===== src/rtl/rfs_consts.vh =====
`ifndef RFS_CONSTS_VH
`define RFS_CONSTS_VH
// ----------------------------------------
// Register map
// ----------------------------------------
`define RFS_ADDR_W 6
`define RFS_OFS_FAULT 6'h0d
`define RFS_OFS_PINMON 6'h0e
`define RFS_RST_FAULT 16'h0000
`define RFS_RST_PINMON 16'h0000
// ----------------------------------------
// Fault word fields
// ----------------------------------------
`define RFS_B_CLAMP 15
`define RFS_B_CFGCRC 14
`define RFS_B_USRCRC 13
`define RFS_B_TRMCRC 12
`define RFS_B_ILIM 11
`define RFS_B_UV 10
`define RFS_B_OV 9
`define RFS_B_LOOPE 8
`define RFS_B_COSL 7
`define RFS_B_SINL 6
`define RFS_B_COSH 5
`define RFS_B_SINH 4
`define RFS_B_LINK_HI 3
`define RFS_B_LINK_LO 2
`define RFS_B_GND 1
`define RFS_B_SHORT 0
// ----------------------------------------
// Link status codes
// ----------------------------------------
`define RFS_LINK_OK 2'h0
`define RFS_LINK_CRC 2'h1
`define RFS_LINK_MISM 2'h2
`define RFS_LINK_ADDR 2'h3
// ----------------------------------------
// Pin monitor fields
// ----------------------------------------
`define RFS_B_AUX 14
`define RFS_PAR_W 14
`endif


===== src/rtl/rfs_fault_status_regs.v =====
// Behaviour
// - Bit 15 tracker clamp, clear on read
// - Bit 14 config CRC error, clear on read
// - Bit 13 user memory CRC, clear on read
// - Bit 12 trim memory CRC, clear on read
// - Bit 11 exciter current limit, clear on read
// - Bit 10 exciter undervoltage, clear on read
// - Bit 9 exciter overvoltage, clear on read
// - Bit 8 tracking loop error, clear on read
// - Cosine low open bit 7, high bit 5
// - Sine low open bit 6, high bit 4
// - Bits 3-2 carry serial link status code
// - Link code of previous frame, zero after read
// - Bit 1 ground open, clear on read
// - Bit 0 sensor input short, clear on read
// - Fault word at 0xD, resets zero
// - Pin monitor at 0xE, resets zero
// - Bit 14 shows aux output pin level
// - Bits 13-0 show parallel output pins
// - Undervoltage disables exciter unless override set
// - Register access in diagnostic and normal states
`timescale 1ns/10ps
`include "rfs_consts.vh"
module rfs_fault_status_regs #(
  parameter PAR_W = `RFS_PAR_W
) (
  // Clock and reset
  input wire i_clk_sys,
  input wire i_arst_n,
  // Register port from serial interface logic
  input wire i_reg_rd,
  input wire i_reg_wr,
  input wire [`RFS_ADDR_W-1:0] i_reg_addr,
  input wire [15:0] i_reg_wdata,
  input wire i_diagnostic_state,
  output reg [15:0] o_reg_rdata,
  // Fault event levels from detectors
  input wire i_tracker_clamp_flag,
  input wire i_config_crc_error,
  input wire i_user_nvm_crc_error,
  input wire i_trim_nvm_crc_error,
  input wire i_exciter_current_limit_fault,
  input wire i_exciter_undervolt_fault,
  input wire i_exciter_overvolt_fault,
  input wire i_tracker_error_fault,
  input wire i_cosine_low_open_fault,
  input wire i_sine_low_open_fault,
  input wire i_cosine_high_open_fault,
  input wire i_sine_high_open_fault,
  input wire i_ground_open_fault,
  input wire i_sense_input_short_fault,
  // Serial link frame result
  input wire i_frame_end,
  input wire [1:0] i_frame_status,
  // Exciter control
  input wire i_keep_exciter_on_undervolt,
  input wire i_exciter_enable_req,
  output reg o_exciter_enable,
  // Output pins to monitor
  input wire i_aux_output_pin,
  input wire [PAR_W-1:0] i_parallel_output_pins
);

// ----------------------------------------
// Pin synchronisers
// ----------------------------------------
reg [PAR_W:0] pin_s1_r;
reg [PAR_W:0] pin_s2_r;

always @(posedge i_clk_sys or negedge i_arst_n) begin
  if (!i_arst_n) begin
    pin_s1_r <= {(PAR_W+1){1'h0}};
    pin_s2_r <= {(PAR_W+1){1'h0}};
  end else begin
    pin_s1_r <= {i_aux_output_pin, i_parallel_output_pins};
    pin_s2_r <= pin_s1_r;
  end
end

// ----------------------------------------
// Reset values
// ----------------------------------------
localparam [15:0] FAULT_RST = `RFS_RST_FAULT;
localparam [15:0] PINMON_RST = `RFS_RST_PINMON;

// ----------------------------------------
// Helper functions
// ----------------------------------------
// Clear-on-read flag: read clears, live fault sets again
function rfs_rc_next;
  input cur;
  input fault_in;
  input clr;
  begin
    rfs_rc_next = (cur && !clr) || fault_in;
  end
endfunction

// Read strobe aimed at one register offset
function rfs_hit;
  input rd;
  input [`RFS_ADDR_W-1:0] addr;
  input [`RFS_ADDR_W-1:0] ofs;
  begin
    rfs_hit = rd && (addr == ofs);
  end
endfunction

// ----------------------------------------
// Register decode
// ----------------------------------------
wire rd_fault;
wire rd_pinmon;

// Reads honoured in any operating state
assign rd_fault = rfs_hit(i_reg_rd, i_reg_addr, `RFS_OFS_FAULT);
assign rd_pinmon = rfs_hit(i_reg_rd, i_reg_addr, `RFS_OFS_PINMON);

// ----------------------------------------
// Latched fault flags
// ----------------------------------------
// One flop per flag; a live fault beats the clearing read
reg clamp_r;
reg cfg_crc_r;
reg usr_crc_r;
reg trm_crc_r;
reg ilim_r;
reg uv_r;
reg ov_r;
reg loop_err_r;
reg cos_low_r;
reg sin_low_r;
reg cos_high_r;
reg sin_high_r;
reg gnd_open_r;
reg short_r;

always @(posedge i_clk_sys or negedge i_arst_n) begin
  if (!i_arst_n) begin
    clamp_r <= FAULT_RST[`RFS_B_CLAMP];
  end else begin
    clamp_r <= rfs_rc_next(clamp_r, i_tracker_clamp_flag, rd_fault);
  end
end

always @(posedge i_clk_sys or negedge i_arst_n) begin
  if (!i_arst_n) begin
    cfg_crc_r <= FAULT_RST[`RFS_B_CFGCRC];
  end else begin
    cfg_crc_r <= rfs_rc_next(cfg_crc_r, i_config_crc_error, rd_fault);
  end
end

always @(posedge i_clk_sys or negedge i_arst_n) begin
  if (!i_arst_n) begin
    usr_crc_r <= FAULT_RST[`RFS_B_USRCRC];
  end else begin
    usr_crc_r <= rfs_rc_next(usr_crc_r, i_user_nvm_crc_error, rd_fault);
  end
end

always @(posedge i_clk_sys or negedge i_arst_n) begin
  if (!i_arst_n) begin
    trm_crc_r <= FAULT_RST[`RFS_B_TRMCRC];
  end else begin
    trm_crc_r <= rfs_rc_next(trm_crc_r, i_trim_nvm_crc_error, rd_fault);
  end
end

always @(posedge i_clk_sys or negedge i_arst_n) begin
  if (!i_arst_n) begin
    ilim_r <= FAULT_RST[`RFS_B_ILIM];
  end else begin
    ilim_r <= rfs_rc_next(ilim_r, i_exciter_current_limit_fault, rd_fault);
  end
end

always @(posedge i_clk_sys or negedge i_arst_n) begin
  if (!i_arst_n) begin
    uv_r <= FAULT_RST[`RFS_B_UV];
  end else begin
    uv_r <= rfs_rc_next(uv_r, i_exciter_undervolt_fault, rd_fault);
  end
end

always @(posedge i_clk_sys or negedge i_arst_n) begin
  if (!i_arst_n) begin
    ov_r <= FAULT_RST[`RFS_B_OV];
  end else begin
    ov_r <= rfs_rc_next(ov_r, i_exciter_overvolt_fault, rd_fault);
  end
end

always @(posedge i_clk_sys or negedge i_arst_n) begin
  if (!i_arst_n) begin
    loop_err_r <= FAULT_RST[`RFS_B_LOOPE];
  end else begin
    loop_err_r <= rfs_rc_next(loop_err_r, i_tracker_error_fault, rd_fault);
  end
end

always @(posedge i_clk_sys or negedge i_arst_n) begin
  if (!i_arst_n) begin
    cos_low_r <= FAULT_RST[`RFS_B_COSL];
  end else begin
    cos_low_r <= rfs_rc_next(cos_low_r, i_cosine_low_open_fault, rd_fault);
  end
end

always @(posedge i_clk_sys or negedge i_arst_n) begin
  if (!i_arst_n) begin
    sin_low_r <= FAULT_RST[`RFS_B_SINL];
  end else begin
    sin_low_r <= rfs_rc_next(sin_low_r, i_sine_low_open_fault, rd_fault);
  end
end

always @(posedge i_clk_sys or negedge i_arst_n) begin
  if (!i_arst_n) begin
    cos_high_r <= FAULT_RST[`RFS_B_COSH];
  end else begin
    cos_high_r <= rfs_rc_next(cos_high_r, i_cosine_high_open_fault, rd_fault);
  end
end

always @(posedge i_clk_sys or negedge i_arst_n) begin
  if (!i_arst_n) begin
    sin_high_r <= FAULT_RST[`RFS_B_SINH];
  end else begin
    sin_high_r <= rfs_rc_next(sin_high_r, i_sine_high_open_fault, rd_fault);
  end
end

always @(posedge i_clk_sys or negedge i_arst_n) begin
  if (!i_arst_n) begin
    gnd_open_r <= FAULT_RST[`RFS_B_GND];
  end else begin
    gnd_open_r <= rfs_rc_next(gnd_open_r, i_ground_open_fault, rd_fault);
  end
end

always @(posedge i_clk_sys or negedge i_arst_n) begin
  if (!i_arst_n) begin
    short_r <= FAULT_RST[`RFS_B_SHORT];
  end else begin
    short_r <= rfs_rc_next(short_r, i_sense_input_short_fault, rd_fault);
  end
end

// ----------------------------------------
// Serial link status code
// ----------------------------------------
reg [1:0] link_r;
reg [1:0] link_nxt;

always @* begin
  // Hold the last frame's code by default
  link_nxt = link_r;
  if (rd_fault) begin
    link_nxt = `RFS_LINK_OK;
  end
  // Frame result in the read cycle is not lost
  if (i_frame_end) begin
    link_nxt = i_frame_status;
  end
end

always @(posedge i_clk_sys or negedge i_arst_n) begin
  if (!i_arst_n) begin
    link_r <= FAULT_RST[`RFS_B_LINK_HI:`RFS_B_LINK_LO];
  end else begin
    link_r <= link_nxt;
  end
end

// ----------------------------------------
// Fault word assembly
// ----------------------------------------
wire [15:0] fault_word;

assign fault_word[`RFS_B_CLAMP] = clamp_r;
assign fault_word[`RFS_B_CFGCRC] = cfg_crc_r;
assign fault_word[`RFS_B_USRCRC] = usr_crc_r;
assign fault_word[`RFS_B_TRMCRC] = trm_crc_r;
assign fault_word[`RFS_B_ILIM] = ilim_r;
assign fault_word[`RFS_B_UV] = uv_r;
assign fault_word[`RFS_B_OV] = ov_r;
assign fault_word[`RFS_B_LOOPE] = loop_err_r;
assign fault_word[`RFS_B_COSL] = cos_low_r;
assign fault_word[`RFS_B_SINL] = sin_low_r;
assign fault_word[`RFS_B_COSH] = cos_high_r;
assign fault_word[`RFS_B_SINH] = sin_high_r;
assign fault_word[`RFS_B_LINK_HI:`RFS_B_LINK_LO] = link_r;
assign fault_word[`RFS_B_GND] = gnd_open_r;
assign fault_word[`RFS_B_SHORT] = short_r;

// ----------------------------------------
// Pin monitor word
// ----------------------------------------
wire [15:0] pinmon_word;

assign pinmon_word[15] = PINMON_RST[15];
assign pinmon_word[`RFS_B_AUX] = pin_s2_r[PAR_W];
assign pinmon_word[PAR_W-1:0] = pin_s2_r[PAR_W-1:0];

// ----------------------------------------
// Exciter undervoltage shutdown
// ----------------------------------------
wire uv_shutdown;

assign uv_shutdown = i_exciter_undervolt_fault && !i_keep_exciter_on_undervolt;

always @(posedge i_clk_sys or negedge i_arst_n) begin
  if (!i_arst_n) begin
    o_exciter_enable <= 1'h0;
  end else begin
    o_exciter_enable <= i_exciter_enable_req && !uv_shutdown;
  end
end

// ----------------------------------------
// Read data
// ----------------------------------------
always @(posedge i_clk_sys or negedge i_arst_n) begin
  if (!i_arst_n) begin
    o_reg_rdata <= 16'h0000;
  end else if (rd_fault) begin
    o_reg_rdata <= fault_word;
  end else if (rd_pinmon) begin
    o_reg_rdata <= pinmon_word;
  end else if (i_reg_rd) begin
    // Unmapped index reads as zero
    o_reg_rdata <= 16'h0000;
  end
end

// Writes (i_reg_wr, i_reg_wdata) to either word have no effect
wire unused_ok;
assign unused_ok = i_reg_wr | (|i_reg_wdata) | i_diagnostic_state;

endmodule


===== config.mk =====
export PLATFORM = sky130hd
export DESIGN_NAME = rfs_fault_status_regs
export DESIGN_NICKNAME = d
export VERILOG_FILES = /design/src/rtl/rfs_fault_status_regs.v
export VERILOG_INCLUDE_DIRS = /design/src /design/src/rtl
export SDC_FILE = /design/constraint.sdc
export NUM_CORES = 1
export LEC_CHECK = 0
export ABC_CLOCK_PERIOD_IN_PS = 1300
export BUFFER_PORTS_ARGS = -buffer_cell sky130_fd_sc_hd__buf_4
export CORE_AREA = 10 10 85 102
export CTS_BUF_LIST = sky130_fd_sc_hd__clkbuf_8
export DETAILED_ROUTE_END_ITERATION = 7
export DIE_AREA = 0 0 95 112
export PLACE_DENSITY_LB_ADDON = 0.1
export SYNTH_ARGS = -nofsm -noshare
export SYNTH_HDL_FRONTEND = slang
export SYNTH_SLANG_ARGS = --single-unit

===== constraint.sdc =====
create_clock -name i_clk_sys -period 1.3 [get_ports i_clk_sys]
set_clock_uncertainty 0.15 [all_clocks]
set_input_delay 0.325 -clock i_clk_sys [delete_from_list [all_inputs] [get_ports i_clk_sys]]
set_output_delay 0.325 -clock i_clk_sys [all_outputs]
set_load 0.05 [all_outputs]

==> results.ini <==
[outcome]
status=finished, violations left
violations=negative setup slack

[sta]
slew_viol_final=0
fmax_mhz=726
finalHoldViolations=0
relSlewSlack=0.753
period_minus_slack_ps=1380
fin_crit_sh=1.06
tightest_slew_ps=370
finalSetupViolCount=17
whs_ps=17.6
fin_ws_ps=-77.3
tns_ps=-986
rsz0062_at_grt=yes

[floorplanning]
rows=33
coreArea_sq_um=6690
die_w_um=95
start_util=0.313
pin_count=78
die_y_um=112
dieArea_sq_um=10600

[global_routing]
grt_pass1_vias=1689
grt.total_usage=0.0995
grt_max_degree=64
overflow=0
antenna_found_initial=0
grt_pass1_wl_um=8140

[critical_path]
crit_type=reg2out
critPathLaunchType=flop
crit_path_top_delay_cell=dfrtp_1
ff2ff_setup_slack_ps=270
path_cells=buf_6
crit_fanout=2
path_depth=1
reg2regPathDepth=4
end_kind=output port
cp.arrival_ps=900
crit_required_ps=820
cp_num_buf_inv=1
timing.rr.end=o_reg_rdata[5]
startpoint=o_reg_rdata[9]
slowest_delay_ps=410
regToRegStartpoint=o_reg_rdata[5]
path_delay_family=flip-flops

[route]
drcViolationCount=0
ant_nets=0
via_count=1477
routedWlPerCell_um=14.8
firstDrtPassIters=4
drt_wl_total_um=4910
drtIter0Drc=51
avgViaCountPerCell=4.46

[finish]
seqCellArea_sq_um=1580
area_growth_syn_to_layout_pct=51.3
drive_above_1_share=0.389
multi_input_area_sq_um=409
final_cell_mix=dfrtp_1, buf_4, inv_1, buf_6
final_common_cell=dfrtp_1
n_antenna_cell=0
nNetsFinal=300
fin_cells=331
nFillCells=638

[clock_network]
cts_buffers=9
clock-root-buffer=clkbuf_8
cts_tree=yes
cts.sinks=63
insertion_delay_ps=330
htreeDepth=3
ctsLongestPathBuffers=2
clk_pin_slew_ps=70

[logic_synthesis]
synth.avg_cell_area_sq_um=14.7
ys_ff_latch=63
ys_seq_area_frac=0.752
syn_inst=143
syn_nets=204
synthDistinctLibCells=17
syn_area_sq_um=2100
yosys_warnings=0

[pwr]
p_per_area_nw_per_um2=1270
leakage_nw=1.41
peakVddDrop_v=0.000765

[placed_design]
post-place-cells=287
portBuffers=59
routabilityCongestion=0.680

[hold_path]
hold-path-cell-count=2
hp-class=in2reg
min_to=ov_r
min_from=i_exciter_overvolt_fault

[job]
drv_cap=0

-- cells in the mapped netlist --
cell | n | share of area
a21boi_0 | 1 | 0.0036
a21o_1 | 14 | 0.050
a22o_1 | 2 | 0.0084
a22oi_1 | 15 | 0.054
and2b_1 | 1 | 0.0036
and4bb_1 | 1 | 0.0060
and4bb_2 | 1 | 0.0060
buf_2 | 4 | 0.0096
buf_4 | 1 | 0.0036
buf_6 | 1 | 0.0054
clkbuf_1 | 1 | 0.0018
dfrtp_1 | 63 | 0.75
inv_1 | 18 | 0.032
nand2_1 | 1 | 0.0018
nand3_4 | 1 | 0.0084
nor2b_1 | 2 | 0.0060
o22ai_1 | 16 | 0.048
-- flip-flops by register name, summed over array words and instances, names as in the netlist --
| signal | flops |
|---|---|
| usr_crc_r | 1 |
| cos_low_r | 1 |
| short_r | 1 |
| o_exciter_enable | 1 |
| ov_r | 1 |
| pin_s2_r | 15 |
| clamp_r | 1 |
| loop_err_r | 1 |
| o_reg_rdata | 16 |
| cfg_crc_r | 1 |
| sin_high_r | 1 |
| link_r | 2 |
| ilim_r | 1 |
| sin_low_r | 1 |
| pin_s1_r | 15 |
| trm_crc_r | 1 |
| cos_high_r | 1 |
| gnd_open_r | 1 |
| uv_r | 1 |
-- worst max path at each step --
| stage | end | slack [ps] |
|---|---|---|
| 2_1_floorplan | cfg_crc_r | -50 |
| 3_3_place_gp | link_r[0] | -290 |
| 3_5_place_dp | link_r[1] | -320 |
| 4_1_cts | o_reg_rdata[9] | -100 |
| 5_1_grt | o_reg_rdata[9] | -120 |
| 6_report | o_reg_rdata[9] | -80 |
-- area by class of cell --
type / instances / share of cell area
clock buffer: 10 / 0.0434
timing repair buffer: 92 / 0.256
inverter: 18 / 0.0213
clock inverter: 6 / 0.0189
sequential: 63 / 0.497
multi-input combinational: 55 / 0.129
tap: 87 / 0.0343
-- layer usage --
layer	part of all wire	wire (um)	vias up	GRT usage
met2	0.52	2550	44	0.168
met5	0	0	-	0
met1	0.38	1870	734	0.102
met4	0.015	74	0	0.0390
li1	-	-	691	-
met3	0.084	410	8	0.0497
-- repair_timing --
item	CTS	global route
buffers inserted	5	7
endpoints found under the setup margin	17	19
hold buffers	16	0
pin swaps	0	1
gates resized for setup	17	2
hold endpoints to repair	78	0
-- kinds of logic (layout without fill, tap and decap cells) --
kind of cell / count (synthesis) / count (layout) / synth area share
and+or+nand+nor: 7 / 7 / 0.0316
buffers and inverters: 25 / 126 / 0.0525
DFF: 63 / 63 / 0.752
AOI/OAI and AO/OA: 48 / 48 / 0.164
-- metrics by stage --
stage	utilization	instance area, sq um	setup slack, ps	total power, mW
floorplan	-	2100	-47.6	2.18
global placement	0.397	2660	-287	2.36
detailed placement	0.397	2660	-315	2.37
CTS	0.466	3110	-104	4.08
global route	0.474	3170	-119	4.21
finish	0.474	3170	-77.3	4.03
-- where the power goes --
group	total, mW	internal, mW	switching, mW
Sequential	2.05	2.03	0.0255
Clock	1.64	0.926	0.717
Combinational	0.334	0.181	0.153
No activity file was read; power rests on OpenSTA's default activity.
